<file path="src/common/scsp_pkg.sv">
// Operation
// - fuses 0011 select 128 kHz oscillator
// - 128k source: wake 6CK, reset 14CK+0/4/64ms
// - fuses 0000 select external clock pin
// - external: wake 6CK, reset 14CK+0/4.1/65ms
// - clock out fuse drives system clock out
// - clock output is the divided clock
// - timer pin clock only when select set
// - prescaler divides every source, all synchronous domains
// - division change is glitch free
// - new rate at end of current divided period
// - ripple counter on source, count unreadable
// - unlock write then select within four
// - factory trim loaded at reset
// - trim top bit picks frequency range
// - low seven trim bits tune within range
// - enable clears after four cycles or write
// - enable updates only with others zero
// - select code gives divide two power code
// - reset select from divide-by-eight fuse
package scsp_pkg;
	// register byte offsets on the bus
	localparam logic [7:0] OFS_PRESCALE   = 8'h00;
	localparam logic [7:0] OFS_TRIM       = 8'h04;
	localparam logic [7:0] OFS_TIMER_STAT = 8'h08;
	localparam logic [7:0] OFS_STATUS     = 8'h0c;
	// prescale and timer status register fields
	localparam int PCE_BIT      = 7;
	localparam int TIMER_EXT_BIT = 6;
	// fuse codes
	localparam logic [3:0] SRC_EXTERNAL = 4'h0;
	localparam logic [3:0] SRC_OSC128   = 4'h3;
	// select codes
	localparam logic [3:0] SEL_DIV1     = 4'h0;
	localparam logic [3:0] SEL_DIV8     = 4'h3;
	localparam logic [3:0] SEL_MAX      = 4'h8;
	// wake and reset counts in source clock cycles, change window in bus cycles
	localparam logic [3:0] WAKE_CK      = 4'h6;
	localparam logic [3:0] RESET_CK     = 4'he;
	localparam logic [2:0] PCE_WINDOW   = 3'h4;
	// bus clock period and extra reset delays
	localparam int CLK_PERIOD_NS  = 8;
	localparam int OSC_DLY_SHORT_US = 4000;
	localparam int OSC_DLY_LONG_US  = 64000;
	localparam int EXT_DLY_SHORT_US = 4100;
	localparam int EXT_DLY_LONG_US  = 65000;
	localparam int OSC_DLY_SHORT_CYC = OSC_DLY_SHORT_US * 1000 / CLK_PERIOD_NS;
	localparam int OSC_DLY_LONG_CYC  = OSC_DLY_LONG_US * 1000 / CLK_PERIOD_NS;
	localparam int EXT_DLY_SHORT_CYC = EXT_DLY_SHORT_US * 1000 / CLK_PERIOD_NS;
	localparam int EXT_DLY_LONG_CYC  = EXT_DLY_LONG_US * 1000 / CLK_PERIOD_NS;
	// reset values
	localparam logic [31:0] RDATA_RST = 32'h0000_0000;
	// start-up sequencer states
	typedef enum logic [1:0] {ST_CAPTURE, ST_CK_WAIT, ST_MS_WAIT, ST_RUN} scsp_start_e;
endpackage

</file>
<file path="src/logic/scsp_divider.sv">
`timescale 1ns/10ps
`default_nettype none
module scsp_divider (
	input  wire logic       hclk,
	input  wire logic       hresetn,
	input  wire logic       src_tick,      // one-cycle pulse per source active edge
	input  wire logic       src_level,     // undivided source level
	input  wire logic [3:0] sel_req,       // requested select code
	input  wire logic       sel_init_load, // load sel_req directly at start-up
	output logic            sys_tick,      // one pulse per divided active edge
	output logic            sys_level,     // divided clock level
	output logic [3:0]      sel_active     // code now in force
);
	logic [7:0] cnt_reg;    // source-edge counter, not visible to software
	logic [7:0] last_cnt;   // terminal count of the active code
	logic       wrap;

	assign last_cnt = 8'((9'h001 << sel_active) - 9'h001);
	assign wrap     = src_tick && (cnt_reg == last_cnt);

	// counter advances only on source edges, so its state is never exposed
	always_ff @(posedge hclk or negedge hresetn) begin
		if (!hresetn) begin
			cnt_reg <= 8'h00;
		end else if (wrap || sel_init_load) begin
			cnt_reg <= 8'h00;
		end else if (src_tick) begin
			cnt_reg <= cnt_reg + 8'h01;
		end
	end

	// new code only taken at a period boundary: the old period finishes, then
	// the new one runs whole, so no short pulse and no faster intermediate rate
	always_ff @(posedge hclk or negedge hresetn) begin
		if (!hresetn) begin
			sel_active <= scsp_pkg::SEL_DIV1;
		end else if (sel_init_load) begin
			sel_active <= sel_req;
		end else if (wrap && sel_req <= scsp_pkg::SEL_MAX) begin
			sel_active <= sel_req;
		end
	end

	// divided edge pulse, which every synchronous domain uses
	always_ff @(posedge hclk or negedge hresetn) begin
		if (!hresetn) begin
			sys_tick <= 1'b0;
		end else begin
			sys_tick <= wrap;
		end
	end

	// level: high for the first half of each divided period
	always_ff @(posedge hclk or negedge hresetn) begin
		if (!hresetn) begin
			sys_level <= 1'b0;
		end else if (sel_active == scsp_pkg::SEL_DIV1) begin
			sys_level <= src_level;
		end else begin
			sys_level <= (cnt_reg < (8'h01 << (sel_active - 4'h1)));
		end
	end
endmodule
`default_nettype wire

</file>
<file path="src/logic/scsp_top.sv">
`timescale 1ns/10ps
`default_nettype none
module scsp_top #(
	parameter int OSC_DLY_SHORT = scsp_pkg::OSC_DLY_SHORT_CYC, // 4 ms in bus cycles
	parameter int OSC_DLY_LONG  = scsp_pkg::OSC_DLY_LONG_CYC,  // 64 ms in bus cycles
	parameter int EXT_DLY_SHORT = scsp_pkg::EXT_DLY_SHORT_CYC, // 4.1 ms in bus cycles
	parameter int EXT_DLY_LONG  = scsp_pkg::EXT_DLY_LONG_CYC   // 65 ms in bus cycles
) (
	input  wire logic        hclk,
	input  wire logic        hresetn,
	// ahb-lite slave
	input  wire logic        hsel,
	input  wire logic [31:0] haddr,
	input  wire logic [1:0]  htrans,
	input  wire logic        hwrite,
	input  wire logic [2:0]  hsize,
	input  wire logic [31:0] hwdata,
	input  wire logic        hready,
	output logic             hreadyout,
	output logic             hresp,
	output logic [31:0]      hrdata,
	// static configuration fuses
	input  wire logic [3:0]  clock_source_select_fuses,
	input  wire logic [1:0]  startup_time_fuses,
	input  wire logic        clock_out_fuse,
	input  wire logic        div8_startup_fuse,
	input  wire logic [7:0]  factory_trim,
	// clock sources
	input  wire logic        ext_clock_input_pin,
	input  wire logic        osc128_level,
	input  wire logic        timer_osc_input_pin,
	input  wire logic        timer_crystal_clk,
	// sleep wake request
	input  wire logic        wake_req,
	// normal function of the shared clock out pin
	input  wire logic        gpio_out,
	input  wire logic        gpio_oe_n,
	// outputs
	output logic             clock_out_pin_o,
	output logic             clock_out_pin_oe_n,
	output logic             sys_clk_tick,
	output logic             core_ready,
	output logic             wake_done,
	output logic             timer_clk,
	output logic             trim_range_bit,
	output logic [6:0]       trim_fine_bits
);
	// captured configuration
	logic [3:0]  src_fuse_reg;      // source code held after reset
	logic [1:0]  sut_fuse_reg;      // start-up code held after reset
	logic        cko_fuse_reg;      // clock out enable held after reset
	// source edge detection
	logic        src_level;
	logic        src_prev_reg;
	logic        src_tick;
	// registers
	logic [3:0]  prescale_select_reg;
	logic        pce_reg;
	logic [2:0]  pce_cnt_reg;
	logic [7:0]  trim_reg;
	logic        timer_ext_reg;
	// bus pipeline
	logic        wr_pend_reg;
	logic        rd_pend_reg;
	logic [7:0]  addr_reg;
	logic        addr_phase;
	logic        wr_prescale;
	// start-up
	scsp_pkg::scsp_start_e st_reg;
	logic [3:0]  ck_cnt_reg;
	logic [31:0] ms_cnt_reg;
	logic [31:0] ms_target;
	logic        init_load;
	logic [3:0]  wake_cnt_reg;
	logic        wake_busy_reg;
	// divider outputs
	logic        div_tick;
	logic        div_level;
	logic [3:0]  sel_active;
	logic [3:0]  sel_req_mux;       // fuse code at capture, register afterwards

	// fuses are static; caught once, the first edge after reset release
	always_ff @(posedge hclk or negedge hresetn) begin
		if (!hresetn) begin
			src_fuse_reg <= 4'h0;
			sut_fuse_reg <= 2'h0;
			cko_fuse_reg <= 1'b0;
		end else if (st_reg == scsp_pkg::ST_CAPTURE) begin
			src_fuse_reg <= clock_source_select_fuses;
			sut_fuse_reg <= startup_time_fuses;
			cko_fuse_reg <= clock_out_fuse;
		end
	end

	// source mux; codes other than the two handled give no clock at all
	always_comb begin
		case (src_fuse_reg)
			scsp_pkg::SRC_OSC128:   src_level = osc128_level;
			scsp_pkg::SRC_EXTERNAL: src_level = ext_clock_input_pin;
			default:                src_level = 1'b0;
		endcase
	end

	// rising edges of the chosen source become one-cycle ticks; the pins are
	// synchronous, and the source must stay well below half the bus rate
	always_ff @(posedge hclk or negedge hresetn) begin
		if (!hresetn) begin
			src_prev_reg <= 1'b0;
		end else begin
			src_prev_reg <= src_level;
		end
	end
	assign src_tick = src_level && !src_prev_reg;

	// extra reset delay by start-up code; reserved code takes the longest
	always_comb begin
		ms_target = 32'h0000_0000;
		case (sut_fuse_reg)
			2'b00:   ms_target = 32'h0000_0000;
			2'b01:   ms_target = (src_fuse_reg == scsp_pkg::SRC_OSC128) ?
				32'(OSC_DLY_SHORT) : 32'(EXT_DLY_SHORT);
			default: ms_target = (src_fuse_reg == scsp_pkg::SRC_OSC128) ?
				32'(OSC_DLY_LONG) : 32'(EXT_DLY_LONG);
		endcase
	end

	// start-up sequencer: capture, 14 source edges, then the timed delay
	always_ff @(posedge hclk or negedge hresetn) begin
		if (!hresetn) begin
			st_reg     <= scsp_pkg::ST_CAPTURE;
			ck_cnt_reg <= 4'h0;
			ms_cnt_reg <= 32'h0000_0000;
		end else begin
			case (st_reg)
				scsp_pkg::ST_CAPTURE: begin
					st_reg <= scsp_pkg::ST_CK_WAIT;
				end
				scsp_pkg::ST_CK_WAIT: begin
					if (src_tick) begin
						ck_cnt_reg <= ck_cnt_reg + 4'h1;
						if (ck_cnt_reg == scsp_pkg::RESET_CK - 4'h1) begin
							st_reg <= scsp_pkg::ST_MS_WAIT;
						end
					end
				end
				scsp_pkg::ST_MS_WAIT: begin
					if (ms_cnt_reg >= ms_target) begin
						st_reg <= scsp_pkg::ST_RUN;
					end else begin
						ms_cnt_reg <= ms_cnt_reg + 32'h0000_0001;
					end
				end
				scsp_pkg::ST_RUN: begin
					st_reg <= scsp_pkg::ST_RUN;
				end
				default: begin
					st_reg <= scsp_pkg::ST_CAPTURE;
				end
			endcase
		end
	end
	assign init_load = (st_reg == scsp_pkg::ST_CAPTURE);

	// the register only holds the fuse code one edge after capture, so the
	// divider takes the fuse code itself; otherwise it would start at full rate
	assign sel_req_mux = init_load ?
		(div8_startup_fuse ? scsp_pkg::SEL_DIV8 : scsp_pkg::SEL_DIV1) : prescale_select_reg;

	// core released once the sequencer reaches run
	always_ff @(posedge hclk or negedge hresetn) begin
		if (!hresetn) begin
			core_ready <= 1'b0;
		end else begin
			core_ready <= (st_reg == scsp_pkg::ST_RUN);
		end
	end

	// wake-up: six source edges after a wake request
	always_ff @(posedge hclk or negedge hresetn) begin
		if (!hresetn) begin
			wake_busy_reg <= 1'b0;
			wake_cnt_reg  <= 4'h0;
			wake_done     <= 1'b0;
		end else begin
			wake_done <= 1'b0;
			if (!wake_busy_reg) begin
				wake_busy_reg <= wake_req;
				wake_cnt_reg  <= 4'h0;
			end else if (src_tick) begin
				wake_cnt_reg <= wake_cnt_reg + 4'h1;
				if (wake_cnt_reg == scsp_pkg::WAKE_CK - 4'h1) begin
					wake_busy_reg <= 1'b0;
					wake_done     <= 1'b1;
				end
			end
		end
	end

	// ahb-lite: writes have no wait state, reads take one wait state so the
	// read mux sees any write completed in the cycle before
	assign addr_phase = hsel && htrans[1] && hready;

	always_ff @(posedge hclk or negedge hresetn) begin
		if (!hresetn) begin
			wr_pend_reg <= 1'b0;
			rd_pend_reg <= 1'b0;
			addr_reg    <= 8'h00;
			hreadyout   <= 1'b1;
			hresp       <= 1'b0;
		end else begin
			wr_pend_reg <= addr_phase && hwrite && (hsize == 3'b010);
			rd_pend_reg <= addr_phase && !hwrite;
			hreadyout   <= !(addr_phase && !hwrite);
			hresp       <= 1'b0;
			if (addr_phase) begin
				addr_reg <= haddr[7:0];
			end
		end
	end

	// read data captured in the wait state; unmapped reads return zero
	always_ff @(posedge hclk or negedge hresetn) begin
		if (!hresetn) begin
			hrdata <= scsp_pkg::RDATA_RST;
		end else if (rd_pend_reg) begin
			case (addr_reg)
				scsp_pkg::OFS_PRESCALE:   hrdata <= {24'h00_0000, pce_reg, 3'h0, prescale_select_reg};
				scsp_pkg::OFS_TRIM:       hrdata <= {24'h00_0000, trim_reg};
				scsp_pkg::OFS_TIMER_STAT: hrdata <= {25'h000_0000, timer_ext_reg, 6'h00};
				scsp_pkg::OFS_STATUS:     hrdata <= {20'h0_0000, sel_active, src_fuse_reg,
					1'b0, st_reg == scsp_pkg::ST_RUN, sut_fuse_reg};
				default:                  hrdata <= scsp_pkg::RDATA_RST;
			endcase
		end
	end

	assign wr_prescale = wr_pend_reg && (addr_reg == scsp_pkg::OFS_PRESCALE);

	// change-enable: armed only by a write with every other bit zero; its
	// window is not extended by a rewrite, and a select write closes it
	always_ff @(posedge hclk or negedge hresetn) begin
		if (!hresetn) begin
			pce_reg     <= 1'b0;
			pce_cnt_reg <= 3'h0;
		end else if (wr_prescale && pce_reg && !hwdata[scsp_pkg::PCE_BIT]) begin
			pce_reg <= 1'b0;
		end else if (wr_prescale && !pce_reg && hwdata[7:0] == 8'h80) begin
			pce_reg     <= 1'b1;
			pce_cnt_reg <= scsp_pkg::PCE_WINDOW - 3'h1;
		end else if (pce_reg) begin
			if (pce_cnt_reg == 3'h0) begin
				pce_reg <= 1'b0;
			end else begin
				pce_cnt_reg <= pce_cnt_reg - 3'h1;
			end
		end
	end

	// select bits take a write only inside an open window
	always_ff @(posedge hclk or negedge hresetn) begin
		if (!hresetn) begin
			prescale_select_reg <= scsp_pkg::SEL_DIV1;
		end else if (init_load) begin
			prescale_select_reg <= div8_startup_fuse ? scsp_pkg::SEL_DIV8 : scsp_pkg::SEL_DIV1;
		end else if (wr_prescale && pce_reg && !hwdata[scsp_pkg::PCE_BIT]) begin
			prescale_select_reg <= hwdata[3:0];
		end
	end

	// trim: factory value loaded at release, then free for software
	always_ff @(posedge hclk or negedge hresetn) begin
		if (!hresetn) begin
			trim_reg <= 8'h00;
		end else if (init_load) begin
			trim_reg <= factory_trim;
		end else if (wr_pend_reg && addr_reg == scsp_pkg::OFS_TRIM) begin
			trim_reg <= hwdata[7:0];
		end
	end

	// trim fields go straight to the oscillator's range and fine controls
	always_ff @(posedge hclk or negedge hresetn) begin
		if (!hresetn) begin
			trim_range_bit <= 1'b0;
			trim_fine_bits <= 7'h00;
		end else begin
			trim_range_bit <= trim_reg[7];
			trim_fine_bits <= trim_reg[6:0];
		end
	end

	// timer external clock select and the timer clock mux
	always_ff @(posedge hclk or negedge hresetn) begin
		if (!hresetn) begin
			timer_ext_reg <= 1'b0;
		end else if (wr_pend_reg && addr_reg == scsp_pkg::OFS_TIMER_STAT) begin
			timer_ext_reg <= hwdata[scsp_pkg::TIMER_EXT_BIT];
		end
	end

	always_ff @(posedge hclk or negedge hresetn) begin
		if (!hresetn) begin
			timer_clk <= 1'b0;
		end else begin
			timer_clk <= timer_ext_reg ? timer_osc_input_pin : timer_crystal_clk;
		end
	end

	// prescaler; rate change lands only on a divided period boundary
	scsp_divider u_div (
		.hclk          (hclk),
		.hresetn       (hresetn),
		.src_tick      (src_tick),
		.src_level     (src_level),
		.sel_req       (sel_req_mux),
		.sel_init_load (init_load),
		.sys_tick      (div_tick),
		.sys_level     (div_level),
		.sel_active    (sel_active)
	);

	// divided edge pulse for the cpu, i/o, converter and flash domains
	always_ff @(posedge hclk or negedge hresetn) begin
		if (!hresetn) begin
			sys_clk_tick <= 1'b0;
		end else begin
			sys_clk_tick <= div_tick;
		end
	end

	// clock out overrides the pin's normal function; it runs during the
	// start-up delay too, since the fuse is caught right at release
	always_ff @(posedge hclk or negedge hresetn) begin
		if (!hresetn) begin
			clock_out_pin_o    <= 1'b0;
			clock_out_pin_oe_n <= 1'b1;
		end else if (cko_fuse_reg) begin
			clock_out_pin_o    <= div_level;
			clock_out_pin_oe_n <= 1'b0;
		end else begin
			clock_out_pin_o    <= gpio_out;
			clock_out_pin_oe_n <= gpio_oe_n;
		end
	end
endmodule
`default_nettype wire

</file>
<file path="config.mk">
export PLATFORM = sky130hd
export DESIGN_NAME = scsp_top
export DESIGN_NICKNAME = d
export VERILOG_FILES = /design/src/common/scsp_pkg.sv /design/src/logic/scsp_divider.sv /design/src/logic/scsp_top.sv
export SDC_FILE = /design/constraint.sdc
export NUM_CORES = 1
export LEC_CHECK = 0
export BUFFER_PORTS_ARGS = -buffer_cell sky130_fd_sc_hd__buf_2
export CORE_ASPECT_RATIO = 0.9
export CORE_MARGIN = 4
export CORE_UTILIZATION = 54
export CTS_CLUSTER_SIZE = 16
export DETAILED_ROUTE_END_ITERATION = 10
export PLACE_DENSITY_LB_ADDON = 0.1
export REMOVE_ABC_BUFFERS = 1
export SKIP_CTS_REPAIR_TIMING = 1
export SLEW_MARGIN = 40
export SYNTH_ARGS = -nofsm -noshare
export SYNTH_HDL_FRONTEND = slang
export SYNTH_SLANG_ARGS = --single-unit
</file>
<file path="constraint.sdc">
create_clock -name hclk -period 3.46 [get_ports hclk]
set_input_delay 0.346 -clock hclk [delete_from_list [all_inputs] [get_ports hclk]]
set_output_delay 0.346 -clock hclk [all_outputs]
set_load 0.03 [all_outputs]
</file>
Yosys cells after proc, flatten, opt, wreduce, memory -nomap -nowiden. Index checks and enable logic that the tools add are counted. W data, S select, Z words.

Reductions and logical operators: 36. Muxes and demuxes: 38. Equal/unequal tests: 18. Shifts and indexed selects: 2. $lt $le $gt $ge: 3. Bitwise logic cells: 2. $add $sub $neg: 7.

Operator list (count): $pmux W12 S4 (1); $pmux W23 S2 (1); $add A32 B1 Y32 const B (1); $ge A32 B32 Y1 (1); $mux W8 (4); $mux W4 (7); $mux W17 (1); $eq A8 B4 Y1 const B (2); $shl A1 B4 Y8 const A (2); $logic_and A1 B1 Y1 (15); $mux W15 (1); $mux W1 (14); $reduce_bool A2 Y1 (5); $mux W3 (3); $add A4 B1 Y4 const B (2); $add A8 B1 Y8 const B (1); $eq A8 B3 Y1 const B (1); $eq A8 B8 Y1 (1); $eq A8 B8 Y1 const B (1); $logic_not A4 Y1 (2); $logic_not A8 Y1 (1); $lt A8 B8 Y1 (1); $mux W2 (4); $pmux W2 S4 (1); 20 further kinds (33).

Register bits after elaboration: 139. Output and inout bits: 48. Word-level logic and storage cells: 137. Input port bits: 97.

Longest topological paths before layout.
Depth in word-level cells: 7. Mapped depth: 13. Gate-level depth less buffers: 12.

Cells and area by module. A second synthesis with hierarchy kept.

Cell total of the unflattened synthesis: 645. Area total of the unflattened synthesis: 6696.4 um^2.

By module, submodules not included: scsp_top (area an instance 5554.1 um^2, instances 1, seq. area each 2630.0 um^2, cells an instance 521); scsp_divider (area an instance 1142.3 um^2, instances 1, seq. area each 350.3 um^2, cells an instance 124).

Worst setup path after synthesis. Ideal clock, no wire load.

Kind: register to register. From: reg u_div.sel_active[1]. To: reg u_div.sel_active[2]. Period minus slack after synthesis: 2934 ps. Arrival: 2815 ps. Buffers on the path: 2. Cell stages (with the launch flop): 12. Path slack: 526 ps. Data required time: 3341 ps. Setup time: 119 ps. Cell sequence: dfrtp_1 clkbuf_1 nor2_1 nand2_1 ha_1 buf_6 or4b_4 a211o_1 o211a_1 a2111o_1 o21a_1 o21a_1.

Cells in the longest elaborated chain, start to end: 6.

Ends and longest elaborated chain: start, declared (line scsp_divider.sv:12) `output logic [3:0] sel_active`; start signal, assigned (line scsp_divider.sv:36) `sel_active <= scsp_pkg::SEL_DIV1;`; start signal, assigned (line scsp_divider.sv:38) `sel_active <= sel_req;`; start signal, assigned (line scsp_divider.sv:40) `sel_active <= sel_req;`; $shl A1 B4 Y8 (line scsp_divider.sv:18) `assign last_cnt = 8'((9'h001 << sel_active) - 9'h001);`; $sub A8 B1 Y8 (line scsp_divider.sv:18); $eq A8 B8 Y1 (line scsp_divider.sv:19) `assign wrap = src_tick && (cnt_reg == last_cnt);`; $logic_and A1 B1 Y1 (line scsp_divider.sv:19); $logic_and A1 B1 Y1 (line scsp_divider.sv:39) `end else if (wrap && sel_req <= scsp_pkg::SEL_MAX) begin`; $reduce_bool A2 Y1 (no source line).

No other way between the ends. A chain may end at the register's enable or synchronous reset.

Worst setup path in the final report.
From: reg src_fuse_reg[3]. To: reg ms_cnt_reg[16].

Cells in the longest elaborated chain, start to end: 6. Elaborated cells on any way between the ends: 7. Those cells by class: 1 x order compare; 1 x eq/ne; 3 x mux; 1 x bitwise; 1 x reduce/logical.

Ends and longest elaborated chain: start, declared (line scsp_top.sv:49) `logic [3:0] src_fuse_reg;`; start signal, assigned (line scsp_top.sv:89) `src_fuse_reg <= clock_source_select_fuses;`; $eq A4 B2 Y1 * (line scsp_top.sv:120, scsp_top.sv:122); $mux W15 or $mux W17 (tied branches) (line scsp_top.sv:120, scsp_top.sv:122); $pmux W23 S2 * (line scsp_top.sv:118) `case (sut_fuse_reg)`; $ge A32 B32 Y1 * (line scsp_top.sv:147) `if (ms_cnt_reg >= ms_target) begin`; $not A1 Y1 (no source line) *; $reduce_and A2 Y1 (no source line) *; end signal, assigned (line scsp_top.sv:150) `ms_cnt_reg <= ms_cnt_reg + 32'h0000_0001;`; end, declared (line scsp_top.sv:71) `logic [31:0] ms_cnt_reg;`.

Mark *: on every way between the ends. The rest lies on a longest branch, timed or not.

==> flow_summary.yaml <==
sta:
  hold_violations: 47
  timing.fmax_mhz: 326
  worstMarginPinSlew_ns: 0.690
  rsz0062_at_grt: "no"
  slew_viol_final: 0
  setup_viol: 0
  fin_hold_ws_ns: -0.0363
  skew_ns: 0.00914
  layout_min_cycle_time_ns: 3.07
  finalSetupTns_ns: 0
  fin_crit_sh_pct: 88.6
  slew_headroom_pct: 54.0
floorplanning:
  core_area_um2: 11000
  row_count: 36
  dieArea_um2: 13300
  start_util_pct: 56.4
  die_y_um: 110
  io_pins: 145
  fp.dieW_um: 121
grt:
  grt_max_degree: 67
  antenna_found_initial: 0
  grt_pass1_wl_mm: 23.1
  grt_pass1_vias: 4791
  overflow: 0
  grt_use_total_pct: 22.5
logic_synthesis:
  synth-edff-count: 0
  ys_types: 63
  ys_seq_elements: 119
  yosys_warnings: 0
  synth_seq_area_share_pct: 47.9
  synth.avg_cell_area_um2: 10.2
  async_reset_ff_share_pct: 100
  syn_inst: 613
  synthesis.area_um2: 6230
  synthFlopType: "dfrtp_1"
worst_setup_path:
  worst_setup_path_end_kind: "register"
  critPathSlowestCell: "dfrtp_1"
  critPathArrivalTime_ns: 3.37
  worstSetupPathType: "register to register"
  rr_worst_depth: 12
  critPathRequiredTime_ns: 3.76
  crit_fanout: 25
  path_cells: "nor2_1, nand3_1, nand2_1, inv_1, ha_1, a21bo_2, a221oi_1, o211ai_1, a311oi_2, buf_4, nand4_1, xnor2_1"
  worstSetupStartpointType: "register"
  slowest_delay_ns: 0.40
placement:
  placed_area_um2: 6680
  io_buffers: 74
  hpwl_mm: 9.63
  routabilityCongestion: 0.867
power_and_ir_drop:
  p_sw_w: 0.000832
  p_clk_share_pct: 51.9
  comb_power_share_pct: 6.9
  fin_total_pwr_w: 0.00356
  pwr-share-seq_pct: 41.2
  p_per_area_nw_per_um2: 488
  power_switching_share_pct: 23.4
  leakagePower_nw: 3.56
  irDropWorstVdd_mv: 0.389
  intPower_w: 0.00273
final_layout:
  largest_reg_flops: 32
  nFillCells: 858
  multi_input_area_um2: 2920
  antenna_cells: 0
  areaGrowthSynthToFinish_pct: 17.1
  seq_area_um2: 2980
  drive_gt1_share_pct: 19.6
  final_nets: 821
  finalInstanceArea_um2: 7290
  finish.utilization_pct: 66.1
clocking:
  cts_tree: "built"
  insertion_delay_ns: 0.42
  root_buffer: "clkbuf_16"
  cts_sinks: 119
  path_clk_slew_ns: 0.06
  htreeDepth: 4
  numCtsBuffers: 17
  clockBufferDepth: 2
route:
  drtAntennaViolNets: 0
  vias: 4632
  drcViolationCount: 0
  drt-total-wl_mm: 13.7
  avgViaCountPerCell: 5.44
  wl_per_cell_um: 16.1
  first_pass_iters: 4
  drt_iter0_drc: 312
job:
  max-cap-violations: 0
status:
  failed_checks: "negative hold slack"
  outcome: "complete, but fails checks"
hold_path:
  hold_class: "input pin to asynchronous set/reset pin"
[cell usage in the layout, fill, tap and decap left out, types with 13 or more instances in the layout]
cell type | netlist | layout
a21oi_1 | 15 | 15
ha_1 | 37 | 37
buf_2 | 2 | 73
dfrtp_1 | 117 | 117
nand2_1 | 68 | 68
conb_1 | 1 | 21
nand4_1 | 13 | 13
clkbuf_16 | 0 | 17
nand3_1 | 21 | 21
and3_1 | 14 | 14
mux2i_1 | 20 | 20
o21ai_0 | 25 | 25
inv_1 | 29 | 29
xnor2_1 | 32 | 32
nor2_1 | 37 | 36
[final cells by class]
type	instances	share of cell area, %
tap	152	2.61
timing repair buffer	86	6.52
inverter	30	1.54
clock inverter	12	2.44
multi-input combinational	433	40.0
sequential	119	40.9
clock buffer	20	5.99
[per-stage QoR]
stage / setup slack, ns / std cells
floorplan: 0.0880 / 582
global placement: 0.423 / 820
detailed placement: 0.365 / 820
CTS: 0.331 / 852
global route: 0.0694 / 852
finish: 0.393 / 852
[path summary, 6_finish.rpt]
check	to	slack, ns	from
min reg2reg	sys_clk_tick$_DFF_PN0_	0.37	u_div.sys_tick$_DFF_PN0_
max in group asynchronous	hreadyout$_DFF_PN1_	2.68	hresetn
min in group hclk	cko_fuse_reg$_DFFE_PN0P_	0.13	clock_out_fuse
max	ms_cnt_reg[16]$_DFFE_PN0P_	0.39	src_fuse_reg[3]$_DFFE_PN0P_
max reg2reg	ms_cnt_reg[16]$_DFFE_PN0P_	0.39	src_fuse_reg[3]$_DFFE_PN0P_
min	wake_cnt_reg[2]$_DFFE_PN0P_	-0.04	hresetn
[per-layer routing]
metal | global-route usage (%) | up-vias | wire, um
li1 | - | 2266 | -
met1 | 28.3 | 2236 | 5990
met2 | 37.2 | 107 | 6720
met3 | 6.48 | 23 | 751
met4 | 8.56 | 0 | 218
met5 | 0 | - | 0
[power groups by stage]
| stage | logic [W] | clock network [W] | registers [W] |
|---|---|---|---|
| global placement | 0.000238 | 0 | 0.00149 |
| floorplan | 0.000131 | 0 | 0.00150 |
| CTS | 0.000247 | 0.00187 | 0.00147 |
| finish | 0.000244 | 0.00185 | 0.00147 |
| detailed placement | 0.000246 | 0 | 0.00149 |
| global route | 0.000275 | 0.00194 | 0.00147 |
[cell usage after synthesis (all sizes together) (15+ instances only)]
| library cell | count | area (um2) |
|---|---|---|
| buf | 29 | 213 |
| ha | 37 | 463 |
| o21ai | 25 | 125 |
| nand3 | 21 | 105 |
| xnor2 | 32 | 280 |
| inv | 30 | 113 |
| nand2 | 68 | 255 |
| a21oi | 15 | 75.1 |
| nor2 | 37 | 139 |
| clkbuf | 22 | 82.6 |
| mux2i | 20 | 200 |
| dfrtp | 117 | 2930 |
[critical path, delay by kind of cell, from the launching register on]
kind	cells	cell delay [ns]
adders and majority gates	1	0.28
buffers and inverters	2	0.40
xor gates and xnor gates	1	0.15
AOI/OAI and AO/OA	4	0.97
and+or+nand+nor	4	0.72
DFF	1	0.40
[cell families (layout without fill, tap and decap cells)]
| kind of cell | count (synthesis) | after routing | share of synthesized area (%) |
|---|---|---|---|
| AND/OR/NAND/NOR | 209 | 209 | 17.0 |
| other | 1 | 21 | 0.0602 |
| flip-flops | 119 | 119 | 47.9 |
| buffers and inverters | 81 | 148 | 6.55 |
| AO/OA/AOI/OAI | 95 | 95 | 10.2 |
| multiplexers | 32 | 32 | 5.38 |
| XOR/XNOR | 39 | 39 | 5.49 |
| adder cells (fa/ha/maj) | 37 | 37 | 7.43 |
Note: power is estimated with default switching activity, not from simulation.
